### src/core/dbj_pkg.sv
// ****************************************************************
// Shared constants of the jump address decoder
// ****************************************************************
package dbj_pkg;

  // ****************************************************************
  // Register offsets (byte addresses)
  // ****************************************************************
  localparam logic [7:0] OFS_CTRL = 8'h00;
  localparam logic [7:0] OFS_UCMD = 8'h04;
  localparam logic [7:0] OFS_FREG = 8'h08;
  localparam logic [7:0] OFS_TABLE = 8'h0c;
  localparam logic [7:0] OFS_CSADDR = 8'h10;
  localparam logic [7:0] OFS_NEXT = 8'h14;
  localparam logic [7:0] OFS_SEQ = 8'h18;
  localparam logic [7:0] OFS_STATUS = 8'h1c;

  // ****************************************************************
  // Control and status fields
  // ****************************************************************
  localparam int CTRL_RUN_BIT = 0;
  localparam int CTRL_XLAT_LSB = 1;
  localparam int ST_MINOR_LSB = 0;
  localparam int ST_HELD_BIT = 3;
  localparam int ST_PEND_BIT = 4;
  localparam int ST_PERR_BIT = 5;
  localparam int ST_EARLY_BIT = 6;
  localparam int ST_STABLE_BIT = 7;

  // ****************************************************************
  // Micro-command layout (vector index = 15 - printed bit number)
  // ****************************************************************
  localparam int UC_OP_MSB = 15;
  localparam int UC_OP_LSB = 10;
  localparam int UC_MODE_BIT = 9;
  localparam int UC_I0_BIT = 8;
  localparam int UC_PAR_BIT = 7;
  localparam int UC_I1_BIT = 0;
  localparam logic [5:0] OP_FUNC_JUMP = 6'h01;
  localparam logic [5:0] OP_FORMAT_JUMP = 6'h02;

  // Opcode-holding register bits F04..F08
  localparam int F04_BIT = 11;
  localparam int F07_BIT = 8;
  localparam int F08_BIT = 7;

  // ****************************************************************
  // Address layout and minor cycles
  // ****************************************************************
  localparam int TGT_W = 12;
  localparam int TBL_W = 10;
  localparam int XLAT_W = 3;
  localparam int PAGE_HI = 13;
  localparam int PAGE_LO = 12;
  localparam logic [11:0] ADDR_LAST = 12'hfff;
  localparam logic [11:0] ADDR_NEXT_LAST = 12'hffe;
  localparam logic [2:0] MINOR_CYCLE_SIX = 3'h6;
  localparam logic [2:0] MINOR_CYCLE_SEVEN = 3'h7;
  localparam logic [15:0] CS_RESET = 16'h0000;

  // ****************************************************************
  // Timing
  // ****************************************************************
  localparam int CLK_NS = 20;
  localparam int MINOR_NS = 100;
  localparam int MINOR_CYC = (MINOR_NS + CLK_NS - 1) / CLK_NS;
  localparam int TBL_STABLE_NS = 200;
  localparam int TBL_STABLE_CYC = (TBL_STABLE_NS + CLK_NS - 1) / CLK_NS;

endpackage

### src/core/dbj_tgt_if.sv
`timescale 1ns/1ns
// ****************************************************************
// Target former connection
// ****************************************************************
interface dbj_tgt_if;
  logic [15:0] ucmd;
  logic [15:0] freg;
  logic [9:0] table_word;
  logic [2:0] xlat;
  logic [11:0] fnj_target;
  logic [11:0] frj_target;
  logic parity_ok;

  modport gen (input ucmd, input freg, input table_word, input xlat,
    output fnj_target, output frj_target, output parity_ok);
  modport user (output ucmd, output freg, output table_word, output xlat,
    input fnj_target, input frj_target, input parity_ok);
endinterface

### src/core/dbj_target_gen.sv
`timescale 1ns/1ns
// ****************************************************************
// Branch target formation for both decode jumps
// ****************************************************************
module dbj_target_gen (
  dbj_tgt_if.gen t
);

  logic mode;
  logic i0;
  logic i1;

  assign mode = t.ucmd[dbj_pkg::UC_MODE_BIT];
  assign i0 = t.ucmd[dbj_pkg::UC_I0_BIT];
  assign i1 = t.ucmd[dbj_pkg::UC_I1_BIT];

  // Function decode target; unused positions forced to zero
  always_comb begin
    t.fnj_target = '0; // [RL13]
    t.fnj_target[11] = i0; // [RL2]
    t.fnj_target[10] = i1;
    if (!mode) begin
      t.fnj_target[5:2] = t.freg[dbj_pkg::F04_BIT:dbj_pkg::F07_BIT]; // [RL3]
    end else begin
      t.fnj_target[3] = t.freg[dbj_pkg::F08_BIT]; // [RL4]
      t.fnj_target[2] = 1'b1;
    end
  end

  // Format decode target: translated bits above table address
  assign t.frj_target = {t.xlat, t.table_word[9:1]}; // [RL7]

  // Odd parity over the whole word, undesignated bits included
  assign t.parity_ok = ^t.ucmd; // [RL12]

endmodule

### src/core/dbj_top.sv
`timescale 1ns/1ns
// Overview of operation
// [RL1] Function jump loads next address, sequence except six/seven
// [RL2] Function target from designators and opcode-holding register
// [RL3] Mode clear: designators, F04..F07, trailing zeros
// [RL4] Mode set: designators, zeros, F08, one, zeros
// [RL5] Format jump loads next address only
// [RL6] Table source stable 200 ns before format jump
// [RL7] Format target: table address plus translated bits
// [RL8] Command held in both holds until major end
// [RL9] Format table transfer only in first minor cycle
// [RL10] Bits 02,03 increment at address xFFF
// [RL11] Also at xFFE outside minor cycles six, seven
// [RL12] Undesignated bits only affect parity
// [RL13] Undefined function target bits are zero
module dbj_top #(
  parameter int MINOR_CYC = dbj_pkg::MINOR_CYC,
  parameter int TBL_STABLE_CYC = dbj_pkg::TBL_STABLE_CYC
) (
  input wire logic pclk,
  input wire logic presetn,
  input wire logic psel,
  input wire logic penable,
  input wire logic pwrite,
  input wire logic [7:0] paddr,
  input wire logic [31:0] pwdata,
  output logic [31:0] prdata,
  output logic pready,
  output logic pslverr,
  output logic [15:0] next_address_register,
  output logic [15:0] sequence_register,
  output logic [2:0] minor_cycle,
  output logic major_end
);

  // ****************************************************************
  // Registers and state
  // ****************************************************************
  logic run;
  logic [2:0] xlat;
  logic [15:0] freg;
  logic [9:0] table_word;
  logic [15:0] cs_addr;
  logic [15:0] pend_word;
  logic pend;
  logic [15:0] microword_hold_a;
  logic [15:0] microword_hold_b;
  logic held;
  logic exec_first;
  logic perr;
  logic table_early;
  logic [7:0] table_age;
  logic [7:0] div_cnt;
  logic minor_stb;
  logic table_stable;
  logic wr_en;
  logic acc;
  logic [31:0] next_rdata;
  logic next_err;
  logic [5:0] opcode;

  dbj_tgt_if tif ();

  assign tif.ucmd = microword_hold_a;
  assign tif.freg = freg;
  assign tif.table_word = table_word;
  assign tif.xlat = xlat;

  dbj_target_gen u_gen (
    .t(tif)
  );

  assign acc = psel && penable && !pready;
  assign wr_en = acc && pwrite;
  assign opcode = microword_hold_a[dbj_pkg::UC_OP_MSB:dbj_pkg::UC_OP_LSB];
  assign table_stable = (table_age >= 8'(TBL_STABLE_CYC));

  // Full address with hardware-owned bits 02 and 03
  function automatic logic [15:0] full_addr(input logic [15:0] cs,
      input logic [11:0] tgt, input logic [2:0] m);
    logic inc;
    logic [1:0] page;
    inc = (cs[11:0] == dbj_pkg::ADDR_LAST) || // [RL10]
      ((cs[11:0] == dbj_pkg::ADDR_NEXT_LAST) && (m < dbj_pkg::MINOR_CYCLE_SIX)); // [RL11]
    page = cs[dbj_pkg::PAGE_HI:dbj_pkg::PAGE_LO] + {1'b0, inc};
    return {cs[15:14], page, tgt};
  endfunction

  // ****************************************************************
  // Minor cycle timing
  // ****************************************************************

  // Divider giving one strobe per minor cycle
  always_ff @(posedge pclk or negedge presetn) begin
    if (!presetn) begin
      div_cnt <= '0;
      minor_stb <= 1'b0;
    end else if (run && div_cnt == 8'(MINOR_CYC - 1)) begin
      div_cnt <= '0;
      minor_stb <= 1'b1;
    end else begin
      div_cnt <= run ? div_cnt + 8'h01 : 8'h00;
      minor_stb <= 1'b0;
    end
  end

  // Minor cycle counter and major end pulse
  always_ff @(posedge pclk or negedge presetn) begin
    if (!presetn) begin
      minor_cycle <= '0;
      major_end <= 1'b0;
    end else begin
      major_end <= minor_stb && (minor_cycle == dbj_pkg::MINOR_CYCLE_SEVEN);
      if (minor_stb) begin
        minor_cycle <= minor_cycle + 3'h1;
      end
    end
  end

  // Age of the table word since its last write
  always_ff @(posedge pclk or negedge presetn) begin
    if (!presetn) begin
      table_age <= '0;
    end else if (wr_en && paddr == dbj_pkg::OFS_TABLE) begin
      table_age <= '0;
    end else if (!table_stable) begin
      table_age <= table_age + 8'h01;
    end
  end

  // ****************************************************************
  // Command hold and execution
  // ****************************************************************

  // Hold registers loaded once, kept to the end of the major cycle
  always_ff @(posedge pclk or negedge presetn) begin
    if (!presetn) begin
      microword_hold_a <= '0;
      microword_hold_b <= '0;
      held <= 1'b0;
      exec_first <= 1'b0;
    end else if (minor_stb) begin
      if (held && minor_cycle == dbj_pkg::MINOR_CYCLE_SEVEN) begin
        held <= 1'b0; // [RL8]
      end else if (!held && pend) begin
        microword_hold_a <= pend_word;
        microword_hold_b <= pend_word;
        held <= 1'b1;
        exec_first <= 1'b1;
      end else if (held) begin
        exec_first <= 1'b0; // [RL9]
      end
    end
  end

  // Next address and sequence registers
  always_ff @(posedge pclk or negedge presetn) begin
    if (!presetn) begin
      next_address_register <= dbj_pkg::CS_RESET;
      sequence_register <= dbj_pkg::CS_RESET;
    end else if (minor_stb && held && tif.parity_ok) begin
      if (opcode == dbj_pkg::OP_FUNC_JUMP) begin
        next_address_register <= full_addr(cs_addr, tif.fnj_target, minor_cycle); // [RL1]
        if (minor_cycle < dbj_pkg::MINOR_CYCLE_SIX) begin
          sequence_register <= full_addr(cs_addr, tif.fnj_target, minor_cycle); // [RL1]
        end
      end else if (opcode == dbj_pkg::OP_FORMAT_JUMP && exec_first) begin
        next_address_register <= full_addr(cs_addr, tif.frj_target, minor_cycle); // [RL5] [RL9]
      end
    end
  end

  // Control storage address: software set, else follows at the major end of a held command
  always_ff @(posedge pclk or negedge presetn) begin
    if (!presetn) begin
      cs_addr <= dbj_pkg::CS_RESET;
    end else if (wr_en && paddr == dbj_pkg::OFS_CSADDR) begin
      cs_addr <= pwdata[15:0];
    end else if (minor_stb && held && minor_cycle == dbj_pkg::MINOR_CYCLE_SEVEN) begin
      cs_addr <= next_address_register;
    end
  end

  // Sticky flags; a new event wins over a software clear
  always_ff @(posedge pclk or negedge presetn) begin
    if (!presetn) begin
      perr <= 1'b0;
      table_early <= 1'b0;
    end else begin
      if (minor_stb && held && exec_first && !tif.parity_ok) begin
        perr <= 1'b1; // [RL12]
      end else if (wr_en && paddr == dbj_pkg::OFS_STATUS && pwdata[dbj_pkg::ST_PERR_BIT]) begin
        perr <= 1'b0;
      end
      if (minor_stb && held && exec_first && opcode == dbj_pkg::OP_FORMAT_JUMP &&
          !table_stable) begin
        table_early <= 1'b1; // [RL6]
      end else if (wr_en && paddr == dbj_pkg::OFS_STATUS && pwdata[dbj_pkg::ST_EARLY_BIT]) begin
        table_early <= 1'b0;
      end
    end
  end

  // ****************************************************************
  // Bus slave
  // ****************************************************************

  // Software written registers and the command queue
  always_ff @(posedge pclk or negedge presetn) begin
    if (!presetn) begin
      run <= 1'b0;
      xlat <= '0;
      freg <= '0;
      table_word <= '0;
      pend <= 1'b0;
      pend_word <= '0;
    end else begin
      if (wr_en && paddr == dbj_pkg::OFS_CTRL) begin
        run <= pwdata[dbj_pkg::CTRL_RUN_BIT];
        xlat <= pwdata[dbj_pkg::CTRL_XLAT_LSB +: dbj_pkg::XLAT_W];
      end
      if (wr_en && paddr == dbj_pkg::OFS_FREG) begin
        freg <= pwdata[15:0];
      end
      if (wr_en && paddr == dbj_pkg::OFS_TABLE) begin
        table_word <= pwdata[dbj_pkg::TBL_W-1:0];
      end
      if (wr_en && paddr == dbj_pkg::OFS_UCMD) begin
        pend <= 1'b1;
        pend_word <= pwdata[15:0];
      end else if (minor_stb && !held && pend) begin
        pend <= 1'b0;
      end
    end
  end

  // Read mux and unmapped decode
  always_comb begin
    next_rdata = '0;
    next_err = 1'b0;
    unique case (paddr)
      dbj_pkg::OFS_CTRL: next_rdata = {28'h0, xlat, run};
      dbj_pkg::OFS_UCMD: next_rdata = {16'h0, microword_hold_b};
      dbj_pkg::OFS_FREG: next_rdata = {16'h0, freg};
      dbj_pkg::OFS_TABLE: next_rdata = {22'h0, table_word};
      dbj_pkg::OFS_CSADDR: next_rdata = {16'h0, cs_addr};
      dbj_pkg::OFS_NEXT: next_rdata = {16'h0, next_address_register};
      dbj_pkg::OFS_SEQ: next_rdata = {16'h0, sequence_register};
      dbj_pkg::OFS_STATUS: next_rdata = {24'h0, table_stable, table_early, perr, pend, held,
        minor_cycle};
      default: next_err = 1'b1;
    endcase
  end

  // One wait state answer
  always_ff @(posedge pclk or negedge presetn) begin
    if (!presetn) begin
      pready <= 1'b0;
      prdata <= '0;
      pslverr <= 1'b0;
    end else begin
      pready <= acc;
      pslverr <= acc && next_err;
      if (acc && !pwrite) begin
        prdata <= next_rdata;
      end
    end
  end

endmodule

### config.mk
export PLATFORM = sky130hd
export DESIGN_NAME = dbj_top
export DESIGN_NICKNAME = d
export VERILOG_FILES = /design/src/core/dbj_pkg.sv /design/src/core/dbj_tgt_if.sv /design/src/core/dbj_target_gen.sv /design/src/core/dbj_top.sv
export SDC_FILE = /design/constraint.sdc
export NUM_CORES = 1
export LEC_CHECK = 0
export BUFFER_PORTS_ARGS = -buffer_cell sky130_fd_sc_hd__buf_2
export CORE_UTILIZATION = 35
export DETAILED_ROUTE_END_ITERATION = 6
export GPL_TIMING_DRIVEN = 0
export MAX_ROUTING_LAYER = met4
export PLACE_DENSITY = 0.56
export SYNTH_ARGS = -nofsm -noshare
export SYNTH_HDL_FRONTEND = slang
export SYNTH_SLANG_ARGS = --single-unit
### constraint.sdc
create_clock -name pclk -period 3.5 [get_ports pclk]
set_clock_uncertainty 0.2 [all_clocks]
set_input_delay 0.175 -clock pclk [delete_from_list [all_inputs] [get_ports pclk]]
set_output_delay 0.175 -clock pclk [all_outputs]
set_load 0.1 [all_outputs]
After elaboration in Yosys (flattened, before gate mapping). Cells that the tools add are included.

Register bits: 164. Bits in latches: 0. Bits in writable memories: 0. Memory bits (read-only): 0. Output and inout bits: 70. Logic and storage cells: 115. Memories: 0.

$add $sub $neg: 4. $mul: 0. Div/mod/pow operators: 0. Order comparisons: 2. Eq/ne operators: 14. Shift operators: 0. Multiplexer cells: 23. Bitwise gates (word level): 1. Reduce and logical (&&, ||, !) cells: 49.

Operators with widths (count): case mux 16 bit (8 select lines) (1); 2-to-1 mux 16 bit (4); equality test 8 x 5 -> 1 bit, second input constant (4); 2-to-1 mux 8 bit (4); logical AND 1 bit (28); equality test 12 bit, second input constant (2); adder 8 x 1 -> 8 bit, second input constant (2); equality test 8 x 3 -> 1 bit, second input constant (2); equality test 8 x 4 -> 1 bit, second input constant (2); parity 16 bit (1); nonzero test 2 bit (7); 2-to-1 mux 1 bit (12); AND reduction 3 bit (3); >= comparator 8 x 4 -> 1 bit, second input constant (1); logical NOT 8 bit (1); OR reduction 8 bit (1); equality test 6 x 1 -> 1 bit, second input constant (1); equality test 6 x 2 -> 1 bit, second input constant (1); logical NOT 1 bit (5); 2-to-1 mux 2 bit (2); AND reduction 2 bit (2); adder 3 x 1 -> 3 bit, second input constant (1); equality test 3 bit, second input constant (1); < comparator 3 bit, second input constant (1); 4 further kinds (4).

Depth between registers and ports, before layout. Gate-level depths: netlist of run 1.

Depth after elaboration: 7. Depth in mapped cells: 9. Gate-level depth less buffers: 7.

Cells and area by module. A second synthesis of run 1 with hierarchy kept.

Cell total of the unflattened synthesis: 630. Area, all modules: 7578.5 µm².

Modules (own cells, without submodules): dbj_top (times used 1, cells each 590, area each 7258.2 µm², sequential area each 3853.7 µm²); dbj_target_gen (times used 1, cells each 40, area each 320.3 µm², sequential area each 0.0 µm²).

Least setup slack after synthesis of run 1. OpenSTA, ideal clock, no wires.

Path type: reg-to-reg. Start point: register, netlist name microword_hold_b[14]. End point: register next_address_register[14]. Library setup time: 126 ps. Arrival time: 2322 ps. Required time: 3174 ps. Path slack: 852 ps. Stages on the path, launching flop included: 10. Path through: dfrtp_1 inv_1 ha_1 xnor3_1 xnor3_2 xnor2_1 or3_1 buf_6 buf_12 mux2_4.

RTL lines: end signal, assigned (line dbj_top.sv:159) `next_address_register <= dbj_pkg::CS_RESET;`; end signal, assigned (line dbj_top.sv:163) `next_address_register <= full_addr(cs_addr, tif.fnj_target, minor_cycle);`; end signal, assigned (line dbj_top.sv:168) `next_address_register <= full_addr(cs_addr, tif.frj_target, minor_cycle);`; end, declared (line dbj_top.sv:30) `output logic [15:0] next_address_register,`.

Final worst setup path of run 1.
Start point: register pready. End point: register table_word[8].

Longest elaborated chain between the ends: 4.

Ends and longest elaborated chain: start, declared (line dbj_top.sv:28) `output logic pready,`; start signal, assigned (line dbj_top.sv:258) `pready <= 1'b0;`; start signal, assigned (line dbj_top.sv:262) `pready <= acc;`; logical NOT 1 bit (line dbj_top.sv:73) `assign acc = psel && penable && !pready;`; logical AND 1 bit (line dbj_top.sv:73); net acc (line dbj_top.sv:57) `logic acc;`; logical AND 1 bit (line dbj_top.sv:74) `assign wr_en = acc && pwrite;`; logical AND 1 bit (line dbj_top.sv:225) `if (wr_en && paddr == dbj_pkg::OFS_TABLE) begin`; end signal, assigned (line dbj_top.sv:226) `table_word <= pwdata[dbj_pkg::TBL_W-1:0];`; end, declared (line dbj_top.sv:42) `logic [9:0] table_word;`.

The timed path passes the listed nets, and every way through them passes these cells. A chain may end at the register's enable or synchronous reset.

==> reports/summary.json, run 1 <==
{
  "status": {"value": "completed"},
  "synth_seq_area_share": {"value": 0.514},
  "root_buffer": {"value": "clkbuf_16"},
  "cell_count_final_fillers_out": {"value": 1038},
  "synth_compound_area_frac": {"value": 0.0844},
  "setup_viol": {"value": 0},
  "syn2layout_area_growth": {"value": 23.6, "unit": "%"},
  "max_cap_violations": {"value": 0},
  "worst-path-stages": {"value": 7},
  "avgViaCountPerCell": {"value": 5.13},
  "numPlacedInstances": {"value": 986},
  "boundaryPins": {"value": 115},
  "cp_slowest_cell": {"value": "nor4_4"},
  "layout-drive-gt1-share": {"value": 0.303},
  "timing.final.hold_violations": {"value": 0},
  "syn_avg_cell_area": {"value": 11.6, "unit": "sq um"},
  "achievable-frequency": {"value": 318, "unit": "MHz"},
  "effective_utilization_at_floorplan": {"value": 0.356},
  "number_of_filler_instances_in_the_final_layout": {"value": 1872},
  "gp_congestion": {"value": 0.910},
  "list_of_cells_traversed_by_the_critical_path": {"value": "nand3b_1, dlygate4sd3_1, inv_1, nand2_1, nor4_4, buf_6, mux2_1"},
  "setup.worst_path.end_class": {"value": "flip-flop"},
  "grt_pass1_wl": {"value": 33000, "unit": "um"},
  "synth_xor_xnor_area_share": {"value": 0.0290},
  "leak_pwr": {"value": 4.45, "unit": "nW"},
  "synth_warnings": {"value": 0},
  "grt_usage": {"value": 0.214},
  "cts.sinks": {"value": 148},
  "sequentialPowerShare": {"value": 0.421},
  "die_height": {"value": 145, "unit": "um"},
  "synth_top_flop_cell": {"value": "dfrtp_1"},
  "largest_family_of_logic_cells_by_synthesized_area": {"value": "multiplexers"},
  "skew_pair_late_insertion_delay": {"value": 0.43, "unit": "ns"},
  "type_of_the_most_critical_hold_path": {"value": "in2async"},
  "min_period_over_period": {"value": 0.897},
  "wire_per_inst": {"value": 20.2, "unit": "um"},
  "total_die_area": {"value": 21200, "unit": "sq um"},
  "drc": {"value": 0},
  "antennaDiodeCount": {"value": 0},
  "vias_in_the_first_global_route": {"value": 5520},
  "cts_tree": {"value": "done"},
  "antenna_found_initial": {"value": 0},
  "tightestPinTransition": {"value": 0.981, "unit": "ns"},
  "clkTransAtPathRegs": {"value": 0.06, "unit": "ns"},
  "crit_start": {"value": "pready"},
  "async_flop_share": {"value": 1.00},
  "worst-r2r-setup-slack": {"value": 0.36, "unit": "ns"},
  "final_antenna_net_count": {"value": 0},
  "design.core.area": {"value": 20200, "unit": "sq um"},
  "detail_route.iter0.violations": {"value": 386},
  "grt-ovfl-total": {"value": 0},
  "synthCells": {"value": 619},
  "ys_seq_elements": {"value": 148},
  "total_power": {"value": 4.18, "unit": "mW"},
  "std_cell_rows": {"value": 52},
  "rr_startpoint": {"value": "pready"},
  "num_vias": {"value": 5323},
  "synth_cell_type_count": {"value": 60},
  "cts_made_buffers": {"value": 17},
  "clock_power_share": {"value": 0.488},
  "critical_path.top_delay_family": {"value": "simple AND/OR/NAND/NOR gates"},
  "rsz_0062_raised_after_global_routing": {"value": "false"},
  "synthSimpleGateAreaFrac": {"value": 0.0936},
  "worstPathArrival": {"value": 3.25, "unit": "ns"},
  "dp_slack": {"value": 0.566, "unit": "ns"},
  "rr_endpoint": {"value": "table_word[8]"},
  "clockBufferDepth": {"value": 2},
  "cp-start-kind": {"value": "flip-flop"},
  "switching_share": {"value": 0.240},
  "cellInternalPower": {"value": 3.18, "unit": "mW"},
  "timing.final.crit_period": {"value": 3.14, "unit": "ns"},
  "worst_path_largest_cell_delay": {"value": 0.76, "unit": "ns"},
  "drt_first_pass_iters": {"value": 5},
  "worst-path-buf-inv": {"value": 3},
  "finish.net_count": {"value": 813},
  "post_cts_resized": {"value": 0},
  "p_switching": {"value": 1.00, "unit": "mW"},
  "buffer_ports.inserted": {"value": 75},
  "finalSetupTns": {"value": 0, "unit": "ns"},
  "required": {"value": 3.61, "unit": "ns"},
  "combinationalPowerShare": {"value": 0.090},
  "route.final.wire_length": {"value": 20900, "unit": "um"},
  "edff_count_synth": {"value": 0},
  "yosys.area_share.adder": {"value": 0.0191},
  "slew_headroom": {"value": 0.341},
  "worstSetupEndpoint": {"value": "table_word[8]"},
  "pin_count_of_the_biggest_net_entering_global_routing": {"value": 102},
  "dp.final_hpwl": {"value": 15300, "unit": "um"},
  "timing_worst_setup_path_type": {"value": "reg2reg"},
  "power_density": {"value": 470, "unit": "nW/um^2"},
  "fin_worst_hold_slack": {"value": 0.0555, "unit": "ns"},
  "muxShareOfSynthArea": {"value": 0.202},
  "ir_worst_vdd": {"value": 0.000234, "unit": "V"},
  "floorplan.die.width": {"value": 145, "unit": "um"},
  "reg2reg_depth": {"value": 7},
  "htree_levels": {"value": 4},
  "setup_slack": {"value": 0.360, "unit": "ns"},
  "maxSlewViolCount": {"value": 0},
  "post_synth_instance_area": {"value": 7200, "unit": "sq um"},
  "timing.critical_path.fanout_max": {"value": 10}
}
==> per-layer routing <==
metal	vias up	global-route usage	wire length, um
met5	-	-	0
met4	0	0.0779	495
met2	180	0.340	10000
li1	2421	-	-
met1	2685	0.271	9360
met3	37	0.0436	1050
==> through the flow <==
step           utilization  area [sq um]
2_1_floorplan            -          7280
3_3_place_gp         0.395          8000
3_5_place_dp         0.397          8030
4_1_cts              0.440          8900
5_1_grt              0.440          8900
6_report             0.440          8900
==> worst reg2reg max path: stages (launching register included) <==
cell and delay, ns:
dfrtp_1 0.38, nand3b_1 0.22, dlygate4sd3_1 0.62, inv_1 0.12
nand2_1 0.15, nor4_4 0.76, buf_6 0.24, mux2_1 0.34
==> cell usage after synthesis (all sizes together) (7+ instances only) <==
cell type | number | area [sq um]
nor2 | 53 | 199
dfrtp | 148 | 3700
nand2 | 34 | 133
a22o | 7 | 61.3
mux2i | 36 | 360
ha | 11 | 138
buf | 34 | 248
clkbuf | 19 | 72.6
inv | 24 | 90.1
mux2 | 88 | 1010
nor2b | 8 | 50.1
o21ai | 21 | 105
a21oi | 36 | 180
xor2 | 9 | 78.8
xnor2 | 7 | 61.3
nand3 | 11 | 55.1
==> area by class of cell <==
type / instances / area [sq um] / area share
clock inverter: 8 / 171 / 0.0192
buffer: 53 / 320 / 0.0360
timing repair buffer: 98 / 629 / 0.0707
tap: 270 / 338 / 0.0379
multi-input combinational: 415 / 3170 / 0.356
clock buffer: 22 / 484 / 0.0544
inverter: 24 / 90.1 / 0.0101
sequential: 148 / 3700 / 0.416
==> repair_timing <==
item / in CTS / in global routing
buffers inserted: 0 / 0
hold endpoints to repair: 126 / 0
setup endpoints to repair: 0 / 0
hold buffers: 22 / 0
==> sequential cells by signal, summed over array words and instances (netlist names), 8 cells and up <==
signal / cells
cs_addr: 16
freg: 16
microword_hold_b: 16
next_address_register: 16
pend_word: 16
prdata: 16
sequence_register: 10
table_word: 10
div_cnt: 8
table_age: 8
==> power groups by stage <==
stage | clock (mW) | combinational (mW) | sequential, mW
after floorplan | 0 | 0.225 | 1.81
after global placement | 0 | 0.347 | 1.79
after detailed placement | 0 | 0.359 | 1.79
after CTS | 2.06 | 0.379 | 1.76
after global routing | 2.14 | 0.405 | 1.77
final | 2.04 | 0.378 | 1.76
==> worst min-delay path by stage <==
stage | startpoint | end | slack (ns)
floorplan | presetn | cs_addr[0] | -0.32
global placement | paddr[6] | pslverr | 0.23
detailed placement | presetn | table_age[4] | -0.05
CTS | pwrite | table_early | 0.05
global route | presetn | table_age[7] | 0.09
finish | presetn | table_age[6] | 0.06
==> layout by cell type (no fill, tap or decap), types with 5 or more instances in the layout <==
cell / instances
dfrtp_1: 148
mux2_2: 82
buf_2: 79
nor2_1: 53
a21oi_1: 36
mux2i_1: 36
nand2_1: 32
inv_1: 24
buf_4: 22
conb_1: 22
dlygate4sd3_1: 22
o21ai_0: 21
clkbuf_1: 19
clkbuf_16: 17
nand3_1: 11
ha_1: 11
xor2_1: 9
nor2b_1: 8
xnor2_1: 7
a22o_1: 7
nand2b_1: 6
a221oi_1: 6
nand4_1: 5
bufinv_16: 5
==> kinds of logic after synthesis <==
kind of cell / Yosys count
compound gates: 95
xor+xnor: 19
fa+ha+maj: 11
buf+inv: 77
flops: 148
mux: 128
other cells: 1
simple gates: 140
Note: power is estimated with default switching activity, not from simulation.
==> run 2: changes to the inputs <==
--- a/config.mk
+++ b/config.mk
@@ -5,12 +5,12 @@
 export SDC_FILE = /design/constraint.sdc
 export NUM_CORES = 1
 export LEC_CHECK = 0
-export BUFFER_PORTS_ARGS = -buffer_cell sky130_fd_sc_hd__buf_2
 export CORE_UTILIZATION = 35
 export DETAILED_ROUTE_END_ITERATION = 6
+export DONT_BUFFER_PORTS = 1
 export GPL_TIMING_DRIVEN = 0
 export MAX_ROUTING_LAYER = met4
-export PLACE_DENSITY = 0.56
+export PLACE_DENSITY = 0.51
 export SYNTH_ARGS = -nofsm -noshare
 export SYNTH_HDL_FRONTEND = slang
 export SYNTH_SLANG_ARGS = --single-unit
==> run 2 against run 1 <==
The flow now finishes with violations (hold timing). Hold slack worse by 0.81 ns. Critical path depth down 1. Via count down 4.9%. Total power down 3.5%. Global-route usage up 0.36 points. First-iteration DRC count down 14%. Largest cell class unchanged.
==> reports/summary.json, run 2 (synthesized netlist as in run 1, its figures left out) <==
{
  "status": {"value": "complete, but fails checks"},
  "failed_checks": {"value": "hold timing"},
  "root_buffer": {"value": "clkbuf_16"},
  "achievable-frequency": {"value": 311, "unit": "MHz"},
  "numPlacedInstances": {"value": 910},
  "final_cell_area": {"value": 8490, "unit": "sq um"},
  "die_height": {"value": 145, "unit": "um"},
  "cts-hold-fix-buffers": {"value": 24},
  "placed_area": {"value": 7620, "unit": "sq um"},
  "most-common-layout-cells": {"value": "148 x dfrtp_1, 82 x mux2_2, 53 x nor2_1, 36 x a21oi_1, 36 x mux2i_1"},
  "boundaryPins": {"value": 115},
  "buffer_ports.inserted": {"value": 0},
  "skew_pair_late_insertion_delay": {"value": 0.43, "unit": "ns"},
  "layout-drive-gt1-share": {"value": 0.224},
  "pin_count_of_the_biggest_net_entering_global_routing": {"value": 149},
  "syn2layout_area_growth": {"value": 17.8, "unit": "%"},
  "route.final.wire_length": {"value": 21100, "unit": "um"},
  "maxSlewViolCount": {"value": 0},
  "min_period_over_period": {"value": 0.918},
  "list_of_cells_traversed_by_the_critical_path": {"value": "ha_1, ha_1, nand3_1, buf_1, mux2i_1, a21oi_1"},
  "detail_route.iter0.violations": {"value": 331},
  "antennaDiodeCount": {"value": 0},
  "setup_slack": {"value": 0.288, "unit": "ns"},
  "worstPathArrival": {"value": 3.29, "unit": "ns"},
  "type_of_the_most_critical_hold_path": {"value": "in2async"},
  "clkTransAtPathRegs": {"value": 0.06, "unit": "ns"},
  "required": {"value": 3.58, "unit": "ns"},
  "ir_worst_vdd": {"value": 0.000238, "unit": "V"},
  "dp_slack": {"value": 0.308, "unit": "ns"},
  "timing_worst_setup_path_type": {"value": "reg2reg"},
  "post-cts-setup-buffers": {"value": 0},
  "cp_slowest_cell": {"value": "dfrtp_1"},
  "design.core.area": {"value": 20200, "unit": "sq um"},
  "power_density": {"value": 475, "unit": "nW/um^2"},
  "number_of_filler_instances_in_the_final_layout": {"value": 1923},
  "cts_tree": {"value": "done"},
  "fin_worst_hold_slack": {"value": -0.758, "unit": "ns"},
  "timing.critical_path.fanout_max": {"value": 10},
  "effective_utilization_at_floorplan": {"value": 0.356},
  "cts.sinks": {"value": 148},
  "avgViaCountPerCell": {"value": 5.25},
  "worst-r2r-setup-slack": {"value": 0.29, "unit": "ns"},
  "final_antenna_net_count": {"value": 0},
  "tightestPinTransition": {"value": 1.07, "unit": "ns"},
  "setup_viol": {"value": 0},
  "timing.final.crit_period": {"value": 3.21, "unit": "ns"},
  "dp.final_hpwl": {"value": 15200, "unit": "um"},
  "setup.worst_path.end_class": {"value": "flip-flop"},
  "gp_congestion": {"value": 0.884},
  "floorplan.die.width": {"value": 145, "unit": "um"},
  "vias_in_the_first_global_route": {"value": 5171},
  "path_common_cell": {"value": "ha_1"},
  "timing.final.hold_violations": {"value": 148},
  "cts_made_buffers": {"value": 17},
  "max_cap_violations": {"value": 0},
  "cp-start-kind": {"value": "flip-flop"},
  "leak_pwr": {"value": 4.06, "unit": "nW"},
  "rsz_0062_raised_after_global_routing": {"value": "false"},
  "post_cts_resized": {"value": 0},
  "mostFrequentLayoutCell": {"value": "dfrtp_1"},
  "antenna_found_initial": {"value": 0},
  "grt_pass1_wl": {"value": 32800, "unit": "um"},
  "finish.net_count": {"value": 739},
  "wire_per_inst": {"value": 21.9, "unit": "um"},
  "grt-ovfl-total": {"value": 0},
  "drc": {"value": 0},
  "cell_count_final_fillers_out": {"value": 965},
  "num_vias": {"value": 5063},
  "std_cell_rows": {"value": 52},
  "grt_usage": {"value": 0.218},
  "htree_levels": {"value": 4},
  "slew_headroom": {"value": 0.283},
  "finalSetupTns": {"value": 0, "unit": "ns"},
  "worst_path_largest_cell_delay": {"value": 0.78, "unit": "ns"},
  "total_die_area": {"value": 21200, "unit": "sq um"},
  "drt_first_pass_iters": {"value": 5},
  "clockBufferDepth": {"value": 2}
}
==> run 2: cell count changes in the layout (fill, tap and decap cells not counted) <==
cell,before,now
clkinv_4,0,1
bufinv_16,5,4
buf_2,79,5
buf_16,1,0
dlygate4sd3_1,22,24
clkbuf_1,19,21
clkinvlp_4,1,2
buf_6,3,2
inv_6,1,0
clkbuf_8,4,3
==> run 2: layer usage <==
| layer | global-route usage | share of wire | vias up |
|---|---|---|---|
| met5 | - | 0 | - |
| met2 | 0.335 | 0.47 | 191 |
| li1 | - | - | 2264 |
| met4 | 0.0732 | 0.020 | 0 |
| met1 | 0.281 | 0.44 | 2571 |
| met3 | 0.0533 | 0.064 | 37 |
==> run 2: area by class of cell <==
| type | count | area [sq um] | area share |
|---|---|---|---|
| plain buffers | 53 | 320 | 0.0377 |
| clock buffers | 23 | 478 | 0.0563 |
| clock inverters | 8 | 149 | 0.0175 |
| inverters | 24 | 90.1 | 0.0106 |
| multi-input cells | 415 | 3170 | 0.373 |
| flip-flops and latches | 148 | 3700 | 0.436 |
| well taps | 270 | 338 | 0.0398 |
| repair buffers | 24 | 240 | 0.0283 |
==> run 2: path summary, 6_finish.rpt <==
| check | from | end | cells past startpoint |
|---|---|---|---|
| setup / recovery | minor_cycle[0] | cs_addr[11] | 6 |
| hold / removal | presetn | div_cnt[7] | 0 |
| setup reg to reg | minor_cycle[0] | cs_addr[11] | 6 |
| hold reg to reg | table_early | table_early | 1 |
| max in group asynchronous | presetn | prdata[13] | 0 |
| min in group pclk | paddr[1] | prdata[15] | 3 |
==> run 2: stage by stage <==
stage | hold slack [ns] | power, mW | utilization
after floorplan | -0.321 | 2.03 | -
after global placement | -0.315 | 2.07 | 0.377
after detailed placement | -0.314 | 2.08 | 0.377
after CTS | -0.770 | 4.06 | 0.419
after global routing | -0.775 | 4.17 | 0.419
final | -0.758 | 4.04 | 0.419
==> run 2: critical path: cells and delay by family (launching register included) <==
family	cells	cell delay, ns
flip-flops	1	0.78
multiplexers	1	0.28
adder cells (fa/ha/maj)	2	0.64
buffers and inverters	1	0.77
AND/OR/NAND/NOR	1	0.29
AO/OA/AOI/OAI	1	0.10
==> run 2: power by group <==
part	switching [mW]	internal [mW]	leakage (nW)
Sequential	0.0477	1.74	1.96
Clock	0.703	1.25	0.299
Combinational	0.211	0.0911	1.80
